`src/hw/e1rs_pkg.sv`:
```
// Package: register map, field layout, counts and carriers of the E1 receive status monitor
package e1rs_pkg;

  // ==========================================================================
  // Register offsets
  localparam logic [7:0] ADDR_SLIP_PHASE_HI = 8'h15;
  localparam logic [7:0] ADDR_PHASE_LO      = 8'h16;
  localparam logic [7:0] ADDR_ALARM_ONE     = 8'h19;
  localparam logic [7:0] ADDR_CTRL          = 8'h1a;
  localparam int         CTRL_SEL_BIT       = 0;

  // ==========================================================================
  // Counts
  localparam logic [8:0]  WIN_LAST       = 9'h1ff;   // 512-bit window
  localparam logic [9:0]  AUX_MAX_ERR    = 10'h001;  // about 1e-3 of 512
  localparam logic [9:0]  AIS_MAX_ZEROS  = 10'h003;
  localparam logic [7:0]  LOS_ZERO_RUN   = 8'hff;    // 255 bit positions
  localparam logic [7:0]  LOS_WIN        = 8'hff;    // 255 bit positions
  localparam logic [7:0]  LOS_MIN_ONES   = 8'h20;    // 12.5% of 255, rounded up
  localparam logic [9:0]  EBIT_LIMIT     = 10'h3dd;  // 989
  localparam logic [2:0]  REMOTE_CHECKER_FAILURE_SECONDS  = 3'h5;
  localparam logic [11:0] PH_MAX         = 12'hfff;
  localparam logic [7:0]  TS16_ALL_ONES  = 8'hff;
  localparam logic [1:0]  E_BITS_CLEAN   = 2'h3;

  // ==========================================================================
  // Carriers
  typedef struct packed {
    logic [7:0] addr;
    logic [7:0] wdata;
    logic       wr;
    logic       rd;
  } e1rs_bus_req_t;

  typedef struct packed {
    logic strobe;  // one cycle per received bit position
    logic data;    // decoded bit value
    logic pulse;   // a line pulse was present in this position
  } e1rs_rx_bit_t;

  typedef struct packed {
    logic       fas_valid;
    logic       fas_errored;
    logic       nfas_valid;
    logic       remote_alarm_bit;
    logic       frame_end;
    logic [7:0] ts16_byte;
    logic       smf_end;
    logic       smf_two;
    logic       crc_error;
    logic       mf_end;
    logic [1:0] e_bits;
  } e1rs_frame_ev_t;

endpackage : e1rs_pkg

```
`src/hw/e1rs_monitor.sv`:
```
// E1 receive status monitor: slip, phase and alarm status registers
// How it works
// - Slip toggle flips on every controlled slip.
// - Slip direction one repeated, zero lost.
// - Alternating pattern flag after 512 bits with at most one error.
// - Double FAS error when both last errored.
// - Phase frame flag is phase word top.
// - Five-bit slot count split across registers.
// - Three-bit whole bit count, low bits 5-3.
// - Eighth-bit count, valid at 4.096 MHz only.
// - Submultiframe one CRC result in bit 7.
// - Submultiframe two CRC result in bit 6.
// - Remote failure after five bad E-bit seconds.
// - Loss after 255 bit positions without pulse.
// - Loss ends at 12.5% ones over 255.
// - Channel 16 all ones, updated per frame.
// - All-ones alarm, criteria picked by control bit.
// - Remote alarm state updated per NFAS frame.
// - RAI plus CRC bit updated per submultiframe.
// - Sync lost input high while alignment lost.
// - Remote alarm bit is NFAS bit three.
// - RAI and E-bit zero evaluated per multiframe.
//
// The strobed register port is this design's own decision.
`timescale 1ns/1ps
`default_nettype none

module e1rs_monitor
  import e1rs_pkg::*;
(
  // Clock and reset
  input  wire logic           ref_clk_i,
  input  wire logic           arst_n_i,
  // Register port
  input  wire e1rs_bus_req_t  bus_i,
  output logic [7:0]          rd_data_o,
  // Pins from the line side
  input  wire logic           sys_frame_pulse_i,
  input  wire logic           extracted_8k_output_i,
  // Receive framer events, same clock
  input  wire e1rs_rx_bit_t   rx_bit_i,
  input  wire e1rs_frame_ev_t frame_ev_i,
  input  wire logic           subbit_tick_i,
  input  wire logic           slip_event_i,
  input  wire logic           slip_repeat_i,
  input  wire logic           frame_sync_lost_i,
  input  wire logic           ebit_error_i,
  input  wire logic           one_sec_tick_i
);

  // ==========================================================================
  // State
  typedef struct packed {
    logic        fp_s1;
    logic        fp_s2;
    logic        fp_s3;
    logic        e8_s1;
    logic        e8_s2;
    logic        e8_s3;
    logic [11:0] ph_cnt;
    logic [11:0] ph_word;
    logic        slip_toggle;
    logic        slip_direction;
    logic [8:0]  win_cnt;
    logic [9:0]  win_err;
    logic [9:0]  win_zeros;
    logic        last_bit;
    logic        alt_pattern_detect;
    logic        ais_prev_ok;
    logic        all_ones_alarm;
    logic [1:0]  fas_hist;
    logic        double_fas_error;
    logic        submf1_check_error;
    logic        submf2_check_error;
    logic [9:0]  ebit_cnt;
    logic        sec_bad;
    logic [2:0]  good_secs;
    logic        remote_checker_failure;
    logic [7:0]  zero_run;
    logic        los_act;
    logic [7:0]  los_cnt;
    logic [7:0]  los_ones;
    logic        loss;
    logic        ts16_all_ones;
    logic        remote_alarm_state;
    logic        mf_cond;
    logic        rai_crc_condition;
    logic        alarm_criteria_select;
    logic [7:0]  rd_data;
  } e1rs_state_t;

  e1rs_state_t s_reg;
  e1rs_state_t s_next;

  function automatic logic [9:0] e1rs_inc10(input logic [9:0] v);
    e1rs_inc10 = (v == 10'h3ff) ? v : v + 10'h001;
  endfunction

  function automatic logic [7:0] e1rs_inc8(input logic [7:0] v);
    e1rs_inc8 = (v == 8'hff) ? v : v + 8'h01;
  endfunction

  // ==========================================================================
  // Derived terms
  logic       fp_rise;
  logic       e8_rise;
  logic       alt_err;
  logic [9:0] err_now;
  logic [9:0] zeros_now;
  logic       ais_ok;
  logic [7:0] ones_now;
  logic [9:0] ebit_now;
  logic       bad_now;
  logic       sec_ok;
  logic [7:0] hi_word;
  logic [7:0] lo_word;
  logic [7:0] alarm_word;

  assign fp_rise   = s_reg.fp_s2 & ~s_reg.fp_s3;
  assign e8_rise   = s_reg.e8_s2 & ~s_reg.e8_s3;
  assign alt_err   = rx_bit_i.data == s_reg.last_bit;
  assign err_now   = alt_err ? e1rs_inc10(s_reg.win_err) : s_reg.win_err;
  assign zeros_now = rx_bit_i.data ? s_reg.win_zeros : e1rs_inc10(s_reg.win_zeros);
  assign ais_ok    = zeros_now < AIS_MAX_ZEROS;
  assign ones_now  = rx_bit_i.pulse ? e1rs_inc8(s_reg.los_ones) : s_reg.los_ones;
  assign ebit_now  = ebit_error_i ? e1rs_inc10(s_reg.ebit_cnt) : s_reg.ebit_cnt;
  // A remote alarm bit or alignment loss in the second spoils it
  assign bad_now   = s_reg.sec_bad | frame_sync_lost_i
                   | (frame_ev_i.nfas_valid & frame_ev_i.remote_alarm_bit);
  assign sec_ok    = (ebit_now > EBIT_LIMIT) & ~bad_now;

  assign hi_word    = {s_reg.slip_toggle, s_reg.slip_direction,
                       s_reg.alt_pattern_detect, s_reg.double_fas_error,
                       s_reg.ph_word[11:8]};
  assign lo_word    = s_reg.ph_word[7:0];
  assign alarm_word = {s_reg.submf1_check_error, s_reg.submf2_check_error,
                       s_reg.remote_checker_failure, s_reg.loss,
                       s_reg.ts16_all_ones, s_reg.all_ones_alarm,
                       s_reg.remote_alarm_state, s_reg.rai_crc_condition};

  // ==========================================================================
  // Next state
  always_comb begin
    s_next = s_reg;

    // Pins pass two flops before any logic looks at them
    s_next.fp_s1 = sys_frame_pulse_i;
    s_next.fp_s2 = s_reg.fp_s1;
    s_next.fp_s3 = s_reg.fp_s2;
    s_next.e8_s1 = extracted_8k_output_i;
    s_next.e8_s2 = s_reg.e8_s1;
    s_next.e8_s3 = s_reg.e8_s2;

    // Phase counter in eighth-bit steps: {frame, slot[4:0], bit[2:0], eighth[2:0]}
    if (e8_rise) begin
      s_next.ph_word = s_reg.ph_cnt;
    end
    if (fp_rise) begin
      s_next.ph_cnt = '0;
    end else if (subbit_tick_i && s_reg.ph_cnt != PH_MAX) begin
      s_next.ph_cnt = s_reg.ph_cnt + 12'h001;
    end

    if (slip_event_i) begin
      s_next.slip_toggle    = ~s_reg.slip_toggle;
      s_next.slip_direction = slip_repeat_i;
    end

    // One shared 512-bit window for pattern and all-ones detection
    if (rx_bit_i.strobe) begin
      s_next.last_bit = rx_bit_i.data;
      if (err_now > AUX_MAX_ERR) begin
        s_next.alt_pattern_detect = 1'b0;
      end
      if (s_reg.win_cnt == WIN_LAST) begin
        s_next.win_cnt            = '0;
        s_next.win_err            = '0;
        s_next.win_zeros          = '0;
        s_next.alt_pattern_detect = err_now <= AUX_MAX_ERR;
        s_next.ais_prev_ok        = ais_ok;
        // Strict criteria want two clean windows in a row
        s_next.all_ones_alarm     = s_reg.alarm_criteria_select ?
                                    (ais_ok & s_reg.ais_prev_ok) : ais_ok;
      end else begin
        s_next.win_cnt   = s_reg.win_cnt + 9'h001;
        s_next.win_err   = err_now;
        s_next.win_zeros = zeros_now;
      end
    end

    // Loss of signal
    if (rx_bit_i.strobe) begin
      if (rx_bit_i.pulse) begin
        s_next.zero_run = '0;
      end else begin
        s_next.zero_run = e1rs_inc8(s_reg.zero_run);
      end
      if (!s_reg.loss) begin
        s_next.los_act = 1'b0;
        if (!rx_bit_i.pulse && s_reg.zero_run == LOS_ZERO_RUN - 8'h01) begin
          s_next.loss = 1'b1;
        end
      end else if (!s_reg.los_act) begin
        // Recovery window opens only on a pulse
        if (rx_bit_i.pulse) begin
          s_next.los_act  = 1'b1;
          s_next.los_cnt  = 8'h01;
          s_next.los_ones = 8'h01;
        end
      end else begin
        s_next.los_cnt  = s_reg.los_cnt + 8'h01;
        s_next.los_ones = ones_now;
        if (s_reg.los_cnt == LOS_WIN - 8'h01) begin
          s_next.los_act = 1'b0;
          if (ones_now >= LOS_MIN_ONES) begin
            s_next.loss = 1'b0;
          end
        end
      end
    end

    if (frame_ev_i.fas_valid) begin
      s_next.fas_hist         = {s_reg.fas_hist[0], frame_ev_i.fas_errored};
      s_next.double_fas_error = frame_ev_i.fas_errored & s_reg.fas_hist[0];
    end

    if (frame_ev_i.frame_end) begin
      s_next.ts16_all_ones = frame_ev_i.ts16_byte == TS16_ALL_ONES;
    end

    if (frame_ev_i.nfas_valid) begin
      s_next.remote_alarm_state = frame_ev_i.remote_alarm_bit;
    end

    if (frame_ev_i.mf_end) begin
      s_next.mf_cond = s_reg.remote_alarm_state &
                       (frame_ev_i.e_bits != E_BITS_CLEAN);
    end

    if (frame_ev_i.smf_end) begin
      if (frame_ev_i.smf_two) begin
        s_next.submf2_check_error = frame_ev_i.crc_error;
      end else begin
        s_next.submf1_check_error = frame_ev_i.crc_error;
      end
      s_next.rai_crc_condition = s_reg.mf_cond;
    end

    // Remote checker failure, judged once a second
    s_next.ebit_cnt = ebit_now;
    s_next.sec_bad  = bad_now;
    if (one_sec_tick_i) begin
      s_next.ebit_cnt = '0;
      s_next.sec_bad  = 1'b0;
      if (!sec_ok) begin
        s_next.good_secs = '0;
      end else if (s_reg.good_secs != REMOTE_CHECKER_FAILURE_SECONDS) begin
        s_next.good_secs = s_reg.good_secs + 3'h1;
      end
      s_next.remote_checker_failure =
        sec_ok && (s_reg.good_secs >= REMOTE_CHECKER_FAILURE_SECONDS - 3'h1);
    end

    // Register port; only the control register takes writes
    if (bus_i.wr && bus_i.addr == ADDR_CTRL) begin
      s_next.alarm_criteria_select = bus_i.wdata[CTRL_SEL_BIT];
    end
    s_next.rd_data = '0;
    if (bus_i.rd) begin
      case (bus_i.addr)
        ADDR_SLIP_PHASE_HI: s_next.rd_data = hi_word;
        ADDR_PHASE_LO:      s_next.rd_data = lo_word;
        ADDR_ALARM_ONE:     s_next.rd_data = alarm_word;
        ADDR_CTRL:          s_next.rd_data = {7'h00, s_reg.alarm_criteria_select};
        default:            s_next.rd_data = '0;
      endcase
    end
  end

  always_ff @(posedge ref_clk_i or negedge arst_n_i) begin
    if (!arst_n_i) begin
      s_reg <= '0;
    end else begin
      s_reg <= s_next;
    end
  end

  assign rd_data_o = s_reg.rd_data;
endmodule // e1rs_monitor

`default_nettype wire

```
`config.mk`:
```
export PLATFORM = sky130hd
export DESIGN_NAME = e1rs_monitor
export DESIGN_NICKNAME = d
export VERILOG_FILES = /design/src/hw/e1rs_pkg.sv /design/src/hw/e1rs_monitor.sv
export SDC_FILE = /design/constraint.sdc
export NUM_CORES = 1
export LEC_CHECK = 0
export BUFFER_PORTS_ARGS = -buffer_cell sky130_fd_sc_hd__buf_4
export CORE_ASPECT_RATIO = 1.75
export CORE_UTILIZATION = 29
export DETAILED_ROUTE_END_ITERATION = 10
export PLACE_DENSITY_LB_ADDON = 0.3
export SETUP_SLACK_MARGIN = 0.2
export SLEW_MARGIN = 20
export SYNTH_ARGS = -nofsm -noshare
export SYNTH_HDL_FRONTEND = slang
export SYNTH_SLANG_ARGS = --single-unit
```
`constraint.sdc`:
```
create_clock -name ref_clk_i -period 2.35 [get_ports ref_clk_i]
set_clock_uncertainty 0.1 [all_clocks]
set_input_delay 0.235 -clock ref_clk_i [delete_from_list [all_inputs] [get_ports ref_clk_i]]
set_output_delay 0.235 -clock ref_clk_i [all_outputs]
set_load 0.05 [all_outputs]
```
==> results of run 1 <==
## timing repair
item	in CTS	in global routing
hold buffers	18	0
setup buffers	0	6
resized for setup	0	14
setup endpoints to repair	0	14
endpoints found under the hold margin	141	0
## placed cells by master, fill, tap and decap left out, types with 5 or more instances in the layout
master,synthesis,layout
a41oi_1,5,5
inv_1,16,16
nor3_1,14,11
nand4_1,29,29
xnor2_1,10,10
a31oi_1,5,5
a21oi_1,29,29
clkbuf_16,0,17
and3_1,9,9
o31ai_1,5,5
mux2_2,24,24
and4_1,7,7
a222oi_1,7,7
nand3_1,28,28
ha_1,13,10
nor2b_1,10,10
and2_1,8,8
mux2i_1,10,10
dfrtp_1,123,119
dlygate4sd3_1,0,18
buf_4,9,74
nor2_1,68,67
nand2_1,64,64
xor2_1,16,16
o21ai_0,45,45
o211ai_1,6,6
o2bb2ai_1,5,5
or3_1,6,6
## synthesized netlist by cell type (all sizes together), types with 11 or more instances
library cell  number  share of area
a21oi             29          0.023
and3              11          0.012
buf               14          0.015
clkbuf            22          0.013
dfrtp            123           0.48
ha                13          0.025
inv               16         0.0094
mux2              25          0.044
nand2             64          0.038
nand3             29          0.023
nand4             29          0.028
nor2              69          0.042
nor3              15          0.013
o21ai             49          0.038
xnor2             11          0.016
xor2              17          0.026
## final timing paths
| check | startpoint | to | slack, ns | depth (start not counted) |
|---|---|---|---|---|
| setup / recovery | s_reg[62] | hi_word[5] | 0.33 | 7 |
| min in group asynchronous | arst_n_i | s_reg[62] | 0.10 | 2 |
| hold / removal | one_sec_tick_i | s_reg[44] | 0.02 | 2 |
| hold reg to reg | s_next[119] | s_next[118] | 0.25 | 0 |
| setup reg to reg | s_reg[62] | hi_word[5] | 0.33 | 7 |
| max in group asynchronous | arst_n_i | s_reg[44] | 1.43 | 3 |
## power groups by stage
| stage | sequential, mW | combinational, mW | clock, mW |
|---|---|---|---|
| after floorplan | 2.52 | 0.521 | 0 |
| final | 2.60 | 0.756 | 2.69 |
| after CTS | 2.59 | 0.723 | 2.77 |
| after global placement | 2.62 | 0.678 | 0 |
| after detailed placement | 2.63 | 0.693 | 0 |
| after global routing | 2.64 | 0.863 | 2.86 |
## kinds of logic after synthesis
family                     after synthesis  share of synthesized area
muxes                                   35                    0.05971
buffers and inverters                   53                    0.03817
and+or+nand+nor                        264                     0.2120
xor gates and xnor gates                28                    0.04248
AOI/OAI and AO/OA                      137                     0.1406
DFF                                    123                     0.4816
adders and majority gates               13                    0.02545
## routing by layer
layer,GRT usage,wire length (µm)
met2,0.2586,8308
met1,0.1527,5906
met5,0,0
met4,0.06061,285
met3,0.03138,346
## layout make-up
| cell class | instances | area (µm²) |
|---|---|---|
| Clock buffer | 19 | 442.9 |
| Clock inverter | 13 | 168.9 |
| Fill cell | 2156 | 13580 |
| Inverter | 17 | 63.81 |
| Multi-Input combinational cell | 477 | 3104 |
| Sequential cell | 123 | 3083 |
| Tap cell | 292 | 365.4 |
| Timing Repair Buffer | 94 | 775.7 |
## stage by stage
step                area, µm²  setup slack, ns  hold WS (ns)  cells    util
floorplan                6391           0.3996       -0.1606    653       -
global placement         7127           0.2578     -0.002998    979  0.3301
detailed placement       7127           0.2536     -0.001754    979  0.3301
CTS                      7919           0.2404       0.01288   1029  0.3668
global route             8004           0.1961       0.02808   1035  0.3708
finish                   8004           0.3263       0.02271   1035  0.3708
==> impl_metrics.py, run 1 <==
metrics = {
    "pwr": {
        "power_frac_comb": 0.125,
        "p_seq_frac": 0.429,
        "ir_worst_vdd_uv": 491.3,
        "p_total_mw": 6.045,
        "pwr-share-clk": 0.446,
        "powerDensity_nw_per_um2": 755.2,
        "netSwitchingPower_mw": 1.624,
        "p_int_mw": 4.420,
        "p_leak_nw": 3.404,
        "swShare": 0.2687,
    },
    "worst_setup_path": {
        "worst-path-buf-inv": 1,
        "path_class": "flip-flop to flip-flop",
        "crit_family": "simple AND/OR/NAND/NOR gates",
        "worstSetupEndpointType": "flip-flop",
        "cpPeakStageDelay_ns": 0.43,
        "worstSetupStartpointType": "flip-flop",
        "cp_cell_sequence": "xor2_4 > buf_4 > nor3_4 > and3_4 > xnor2_2 > a41oi_1 > a311oi_1",
        "arrival_ns": 2.24,
        "cp_max_fo": 6,
        "crit_required_ns": 2.57,
        "cpMaxStageDelayCell": "dfrtp_1",
    },
    "clocking": {
        "cts.path.max_buffers": 2,
        "cts_tree": "yes",
        "cts_sinks": 123,
        "clk_latency_ns": 0.42,
        "cts-buffers-inserted": 17,
        "cts_root_buf": "clkbuf_16",
        "htreeDepth": 4,
        "clk_pin_slew_ns": 0.06,
    },
    "grt": {
        "grt_antenna_before_repair": 0,
        "grt_max_degree": 66,
        "grt_overflow": 0,
        "grt_pass1_wl_um": 25010,
        "grt_pass1_vias": 5142,
        "track_usage": 0.1407,
    },
    "yosys": {
        "synth_area_per_cell_um2": 9.787,
        "synth.distinct_cells": 68,
        "ys_warn_count": 0,
        "ys.flop_type": "dfrtp_1",
        "synth_cells": 653,
        "yosysSeqAreaShare": 0.4816,
        "syn_area_um2": 6391,
        "synth-seq-cells": 123,
        "syn_nets": 716,
        "async_flop_share": 1.000,
        "synth_edf_count": 0,
    },
    "floorplanning": {
        "core_um2": 21590,
        "dieArea_um2": 22660,
        "start_util": 0.2961,
        "dieHeight_um": 198.4,
        "ios": 58,
        "rows": 71,
        "die_w_um": 114.2,
    },
    "drt": {
        "ant_nets": 0,
        "vias": 5107,
        "wl_um": 14850,
        "drc": 0,
        "drt-vias-per-instance": 4.934,
        "drt_iter0_drc": 208,
        "drt-wirelength-per-cell_um": 14.34,
        "drt_pre_antenna_iters": 6,
    },
    "sta": {
        "fin_crit_ns": 2.024,
        "finalCritPeriodShare": 0.8611,
        "fmax_mhz": 494.1,
        "tns_ns": 0,
        "tightest_slew_ns": 0.6153,
        "final_max_slew_viol_count": 0,
        "rsz0062_at_grt": "no",
        "timing_hold_violations_final": 0,
        "relSlewSlack": 0.5898,
        "report.final.setup_viol": 0,
    },
    "hold_path": {
        "hold_class": "input port to flip-flop",
    },
    "placement": {
        "port_buffers": 50,
        "gp_congestion": 0.8369,
        "post-dp-hpwl_um": 10530,
    },
    "cells_and_area": {
        "fin_nets": 793,
        "drive_gt1_frac": 0.2073,
        "antenna_cells": 0,
        "syn_to_final_growth_pct": 25.23,
        "largest_reg_flops": 87,
    },
    "run": {
        "max-cap-violations": 0,
    },
    "outcome": {
        "outcome": "completed",
    },
}
Note: power is estimated with default switching activity, not from simulation.
==> run 2, diff against run 1 <==
- BUFFER_PORTS_ARGS: -buffer_cell sky130_fd_sc_hd__buf_4 -> unset
- DONT_BUFFER_PORTS: unset -> 1
- clock period: 2.35 -> 1.8 ns (I/O delays scaled with it)
==> run 2 against run 1 <==
The flow now finishes with violations (hold timing, setup timing). Wire length increased by 15%. Global-route usage rose by 1.4 points. Critical path type unchanged. Sequential share of layout area fell by 6.1 points. Sequential cell count unchanged. Largest cell class unchanged. Largest power group unchanged. Combinational power up 130%. Highest routed layer unchanged. Worst setup slack got worse by 0.42 ns. Final area grew 19%.
==> impl_metrics.py, run 2 (synthesized netlist as in run 1, its figures left out) <==
metrics = {
    "clocking": {
        "htreeDepth": 4,
        "clk_latency_ns": 0.42,
        "cts_sinks": 123,
        "cts-buffers-inserted": 17,
        "cts_tree": "yes",
        "cts_root_buf": "clkbuf_16",
        "clk_pin_slew_ns": 0.06,
        "cts.path.max_buffers": 2,
    },
    "floorplanning": {
        "rows": 71,
        "die_w_um": 114.2,
        "start_util": 0.2961,
        "core_um2": 21590,
        "dieArea_um2": 22660,
        "ios": 58,
        "dieHeight_um": 198.4,
    },
    "grt": {
        "grt_pass1_wl_um": 27590,
        "grt_max_degree": 124,
        "track_usage": 0.1544,
        "grt_antenna_before_repair": 0,
        "grt_pass1_vias": 5709,
        "grt_overflow": 0,
    },
    "pwr": {
        "p_leak_nw": 4.041,
        "ir_worst_vdd_uv": 616.5,
        "powerDensity_nw_per_um2": 911.4,
    },
    "worst_setup_path": {
        "worstRegToRegCells": 7,
        "crit_required_ns": 2.03,
        "cp_max_fo": 4,
        "cp-startpoint": "s_reg[44]",
        "path_class": "flip-flop to flip-flop",
        "cpPeakStageDelay_ns": 0.43,
        "worstSetupEndpointType": "flip-flop",
        "cp_cell_sequence": "buf_6 > and4_4 > a41o_1 > o211ai_1 > nor4_4 > o211ai_1 > a21oi_1",
        "cpMaxStageDelayCell": "dfrtp_1",
        "arrival_ns": 2.12,
        "cp_common_cell": "o211ai_1",
        "rr_endpoint": "s_reg[42]",
        "worstSetupStartpointType": "flip-flop",
        "reg2reg_slack_ns": -0.09,
        "r2r-start": "s_reg[44]",
    },
    "sta": {
        "fin_crit_ns": 1.891,
        "tightest_slew_ns": 0.6715,
        "holdWs_ns": -0.6435,
        "timing_hold_violations_final": 124,
        "fin_ws_ns": -0.09137,
        "relSlewSlack": 0.5508,
        "final_max_slew_viol_count": 0,
        "report.final.setup_viol": 9,
        "tns_ns": -0.4737,
        "rsz0062_at_grt": "yes",
        "fmax_mhz": 528.7,
        "finalCritPeriodShare": 1.051,
    },
    "drt": {
        "drt_pre_antenna_iters": 4,
        "ant_nets": 0,
        "drt_iter0_drc": 277,
        "drc": 0,
        "wl_um": 17140,
        "drt-vias-per-instance": 4.981,
        "vias": 5599,
        "drt-wirelength-per-cell_um": 15.25,
    },
    "cells_and_area": {
        "final_common_cell": "dfrtp_1",
        "syn_to_final_growth_pct": 49.20,
        "final_util": 0.4417,
        "final_cells": 1124,
        "largest_reg_flops": 87,
        "final_cell_mix": "dfrtp_1, buf_4, nand2_1",
        "antenna_cells": 0,
        "fin_nets": 882,
        "drive_gt1_frac": 0.3966,
    },
    "placement": {
        "place_inst": 1017,
        "post-dp-hpwl_um": 10880,
        "gp_congestion": 0.8155,
        "port_buffers": 0,
    },
    "outcome": {
        "outcome": "finished with violations",
        "violations": "hold timing, setup timing",
    },
    "run": {
        "max-cap-violations": 0,
    },
    "hold_path": {
        "hold_class": "input port to async pin",
    },
}
==> run 2: worst max path at each step <==
stage	to	cells after the start	slack (ns)
after floorplan	s_reg[42]	8	-0.09
after global placement	alarm_word[2]	8	-0.04
after detailed placement	s_reg[42]	7	-0.08
after CTS	s_reg[42]	7	-0.08
after global routing	alarm_word[2]	8	-0.21
final	s_reg[42]	7	-0.09
==> run 2: layout make-up <==
type	instances	area (µm²)
fillers	2003	12050
multi-input cells	477	3740
flip-flops and latches	123	3087
repair buffers	183	1645
clock buffers	20	456.7
well taps	292	365.4
clock inverters	12	170.2
inverters	17	71.32
==> run 2: where the power goes <==
part | leakage [nW] | total, mW | internal [mW] | switching [mW]
combinational | 2.12 | 1.71 | 0.944 | 0.763
sequential | 1.62 | 3.34 | 3.05 | 0.292
clock | 0.298 | 3.64 | 2.38 | 1.26
total | 4.04 | 8.69 | 6.37 | 2.32
==> run 2: per-layer routing <==
layer / GRT usage / vias up / part of all wire
met5: 0 / - / 0
met4: 0.06830 / 0 / 0.027
met3: 0.02712 / 35 / 0.022
met1: 0.1676 / 2765 / 0.39
li1: - / 2710 / -
met2: 0.2882 / 89 / 0.56
==> run 2: critical path: cells and delay by family (launching register included) <==
kind            cells  cell delay (ns)
flops               1             0.43
buf+inv             1             0.13
compound gates      4             0.64
simple gates        2             0.50
==> run 2: through the flow <==
| step | total power [mW] | area (µm²) | setup WS (ns) |
|---|---|---|---|
| finish | 8.690 | 9535 | -0.09137 |
| global route | 9.060 | 9535 | -0.2137 |
| CTS | 8.515 | 8955 | -0.07619 |
| detailed placement | 4.540 | 7508 | -0.08045 |
| global placement | 4.514 | 7508 | -0.04361 |
| floorplan | 4.024 | 6528 | -0.09406 |
==> run 2: repair_timing <==
action,in CTS,in global routing
gates resized for setup,88,104
pin swaps,45,67
endpoints found under the hold margin,188,136
cloned,0,0
hold buffers,28,2
endpoints found under the setup margin,61,72
setup buffers,26,19
==> run 3, diff against run 2 <==
- CAP_MARGIN: unset -> 15
- GPL_TIMING_DRIVEN: unset -> 0
- TNS_END_PERCENT: unset -> 100
==> run 3 against run 2 <==
The run still ends with hold timing, setup timing left. Power grew 1.8%. Maximum frequency shrank 4.8%. Sequential share of layout area rose by 1.2 points. Largest power group unchanged. Critical path depth up 2. Global-route usage is essentially flat. Worst setup slack lost 0.095 ns. Utilization fell by 1.4 points.
==> impl_metrics.py, run 3 (synthesized netlist as in run 1, its figures left out) <==
metrics = {
    "pwr": {
        "powerDensity_nw_per_um2": 957.9,
        "p_leak_nw": 3.872,
        "p_total_mw": 8.843,
        "ir_worst_vdd_uv": 462.5,
    },
    "drt": {
        "drt_pre_antenna_iters": 5,
        "drt-wirelength-per-cell_um": 15.70,
        "drt_iter0_drc": 301,
        "drt-vias-per-instance": 5.074,
        "ant_nets": 0,
        "drc": 0,
        "wl_um": 17130,
        "vias": 5536,
    },
    "cells_and_area": {
        "antenna_cells": 0,
        "final_cells": 1091,
        "fill_cells": 2028,
        "stdcell_area_um2": 9231,
        "final_util": 0.4276,
        "fin_nets": 849,
        "largest_reg_flops": 87,
        "drive_gt1_frac": 0.3705,
        "final_common_cell": "dfrtp_1",
        "syn_to_final_growth_pct": 44.44,
        "final_cell_mix": "dfrtp_1, buf_4, nor2_1",
    },
    "floorplanning": {
        "ios": 58,
        "start_util": 0.2961,
        "die_w_um": 114.2,
        "dieArea_um2": 22660,
        "core_um2": 21590,
        "dieHeight_um": 198.4,
        "rows": 71,
    },
    "outcome": {
        "outcome": "finished with violations",
        "violations": "hold timing, setup timing",
    },
    "sta": {
        "tns_ns": -1.369,
        "report.final.setup_viol": 13,
        "rsz0062_at_grt": "yes",
        "finalCritPeriodShare": 1.104,
        "fin_ws_ns": -0.1867,
        "holdWs_ns": -0.6335,
        "timing_hold_violations_final": 123,
        "fmax_mhz": 503.3,
        "relSlewSlack": 0.4108,
        "tightest_slew_ns": 0.8837,
        "final_max_slew_viol_count": 0,
        "fin_crit_ns": 1.987,
    },
    "placement": {
        "post-dp-hpwl_um": 10450,
        "place_inst": 945,
        "port_buffers": 0,
        "post-place-ws_ns": -0.4174,
        "gp_congestion": 0.7922,
        "placed_area_um2": 6893,
    },
    "clocking": {
        "clk_latency_ns": 0.42,
        "cts_sinks": 123,
        "cts_tree": "yes",
        "cts-buffers-inserted": 17,
        "cts.path.max_buffers": 2,
        "cts_root_buf": "clkbuf_16",
        "holdBufCountCts": 25,
        "htreeDepth": 4,
        "clk_pin_slew_ns": 0.06,
    },
    "grt": {
        "grt_overflow": 0,
        "grt_pass1_vias": 5607,
        "grt_pass1_wl_um": 27530,
        "grt_max_degree": 124,
        "track_usage": 0.1540,
        "grt_antenna_before_repair": 0,
    },
    "worst_setup_path": {
        "worst-path-buf-inv": 2,
        "cp_cell_sequence": "ha_4 > buf_6 > buf_6 > nand3b_1 > o21ai_0 > a221oi_1 > o21ai_2 > o211ai_1 > o21ai_0",
        "cp_max_fo": 4,
        "cpMaxStageDelayCell": "dfrtp_2",
        "path_class": "flip-flop to flip-flop",
        "worstSetupStartpointType": "flip-flop",
        "crit_family": "compound AO/OA/AOI/OAI gates",
        "crit_required_ns": 1.99,
        "arrival_ns": 2.17,
        "cpPeakStageDelay_ns": 0.43,
        "worstSetupEndpointType": "flip-flop",
    },
    "run": {
        "max-cap-violations": 0,
    },
    "hold_path": {
        "hold_class": "input port to async pin",
    },
}
-- run 3: cell count changes in the layout (fill, tap and decap cells not counted), moves of 7 or more --
cell and delta:
dfrtp_2 +10, dfrtp_1 -10, buf_6 -20, clkbuf_1 +12, buf_4 -32, nor2_1 +7
-- run 3: layout make-up --
cell class | instances | area [µm²] | area share
multi-input combinational | 477 | 3736 | 0.4047
sequential | 123 | 3099 | 0.3357
timing repair buffer | 114 | 1026 | 0.1111
clock buffer | 22 | 464.2 | 0.05028
tap | 292 | 365.4 | 0.03958
buffer | 36 | 260.3 | 0.02819
clock inverter | 10 | 212.7 | 0.02304
inverter | 17 | 67.56 | 0.007319
-- run 3: power breakdown --
group          internal [mW]  switching, mW
logic                  0.820          0.723
registers               3.06          0.289
clock network           2.68           1.28
total                   6.56           2.29
-- run 3: path summary, 6_finish.rpt --
path	from	to	slack (ns)	cells past startpoint
setup / recovery	s_reg[45]	s_reg[41]	-0.19	9
hold / removal	arst_n_i	s_reg[80]	-0.63	0
setup reg to reg	s_reg[45]	s_reg[41]	-0.19	9
hold reg to reg	s_next[119]	s_next[118]	0.25	0
max in group asynchronous	arst_n_i	s_reg[21]	1.95	0
min in group ref_clk_i	one_sec_tick_i	s_reg[40]	0.06	2
-- run 3: worst reg2reg max path, stage by stage (launching register included) --
cell and delay [ns]:
dfrtp_2 0.43, ha_4 0.17, buf_6 0.12, buf_6 0.12, nand3b_1 0.07, o21ai_0 0.08
a221oi_1 0.37, o21ai_2 0.16, o211ai_1 0.13, o21ai_0 0.11
-- run 3: per-layer routing --
metal,share of wire,GRT usage,up-vias
met3,0.026,0.02986,40
met4,0.029,0.07071,0
met2,0.57,0.2916,81
met1,0.38,0.1608,2773
li1,-,-,2642
met5,0,0,-
-- run 3: what timing repair did --
item,in CTS,in global routing
setup buffers,63,24
endpoints found under the setup margin,82,79
pin swaps,50,52
cloned,2,0
gates resized for setup,107,92
endpoints found under the hold margin,146,123
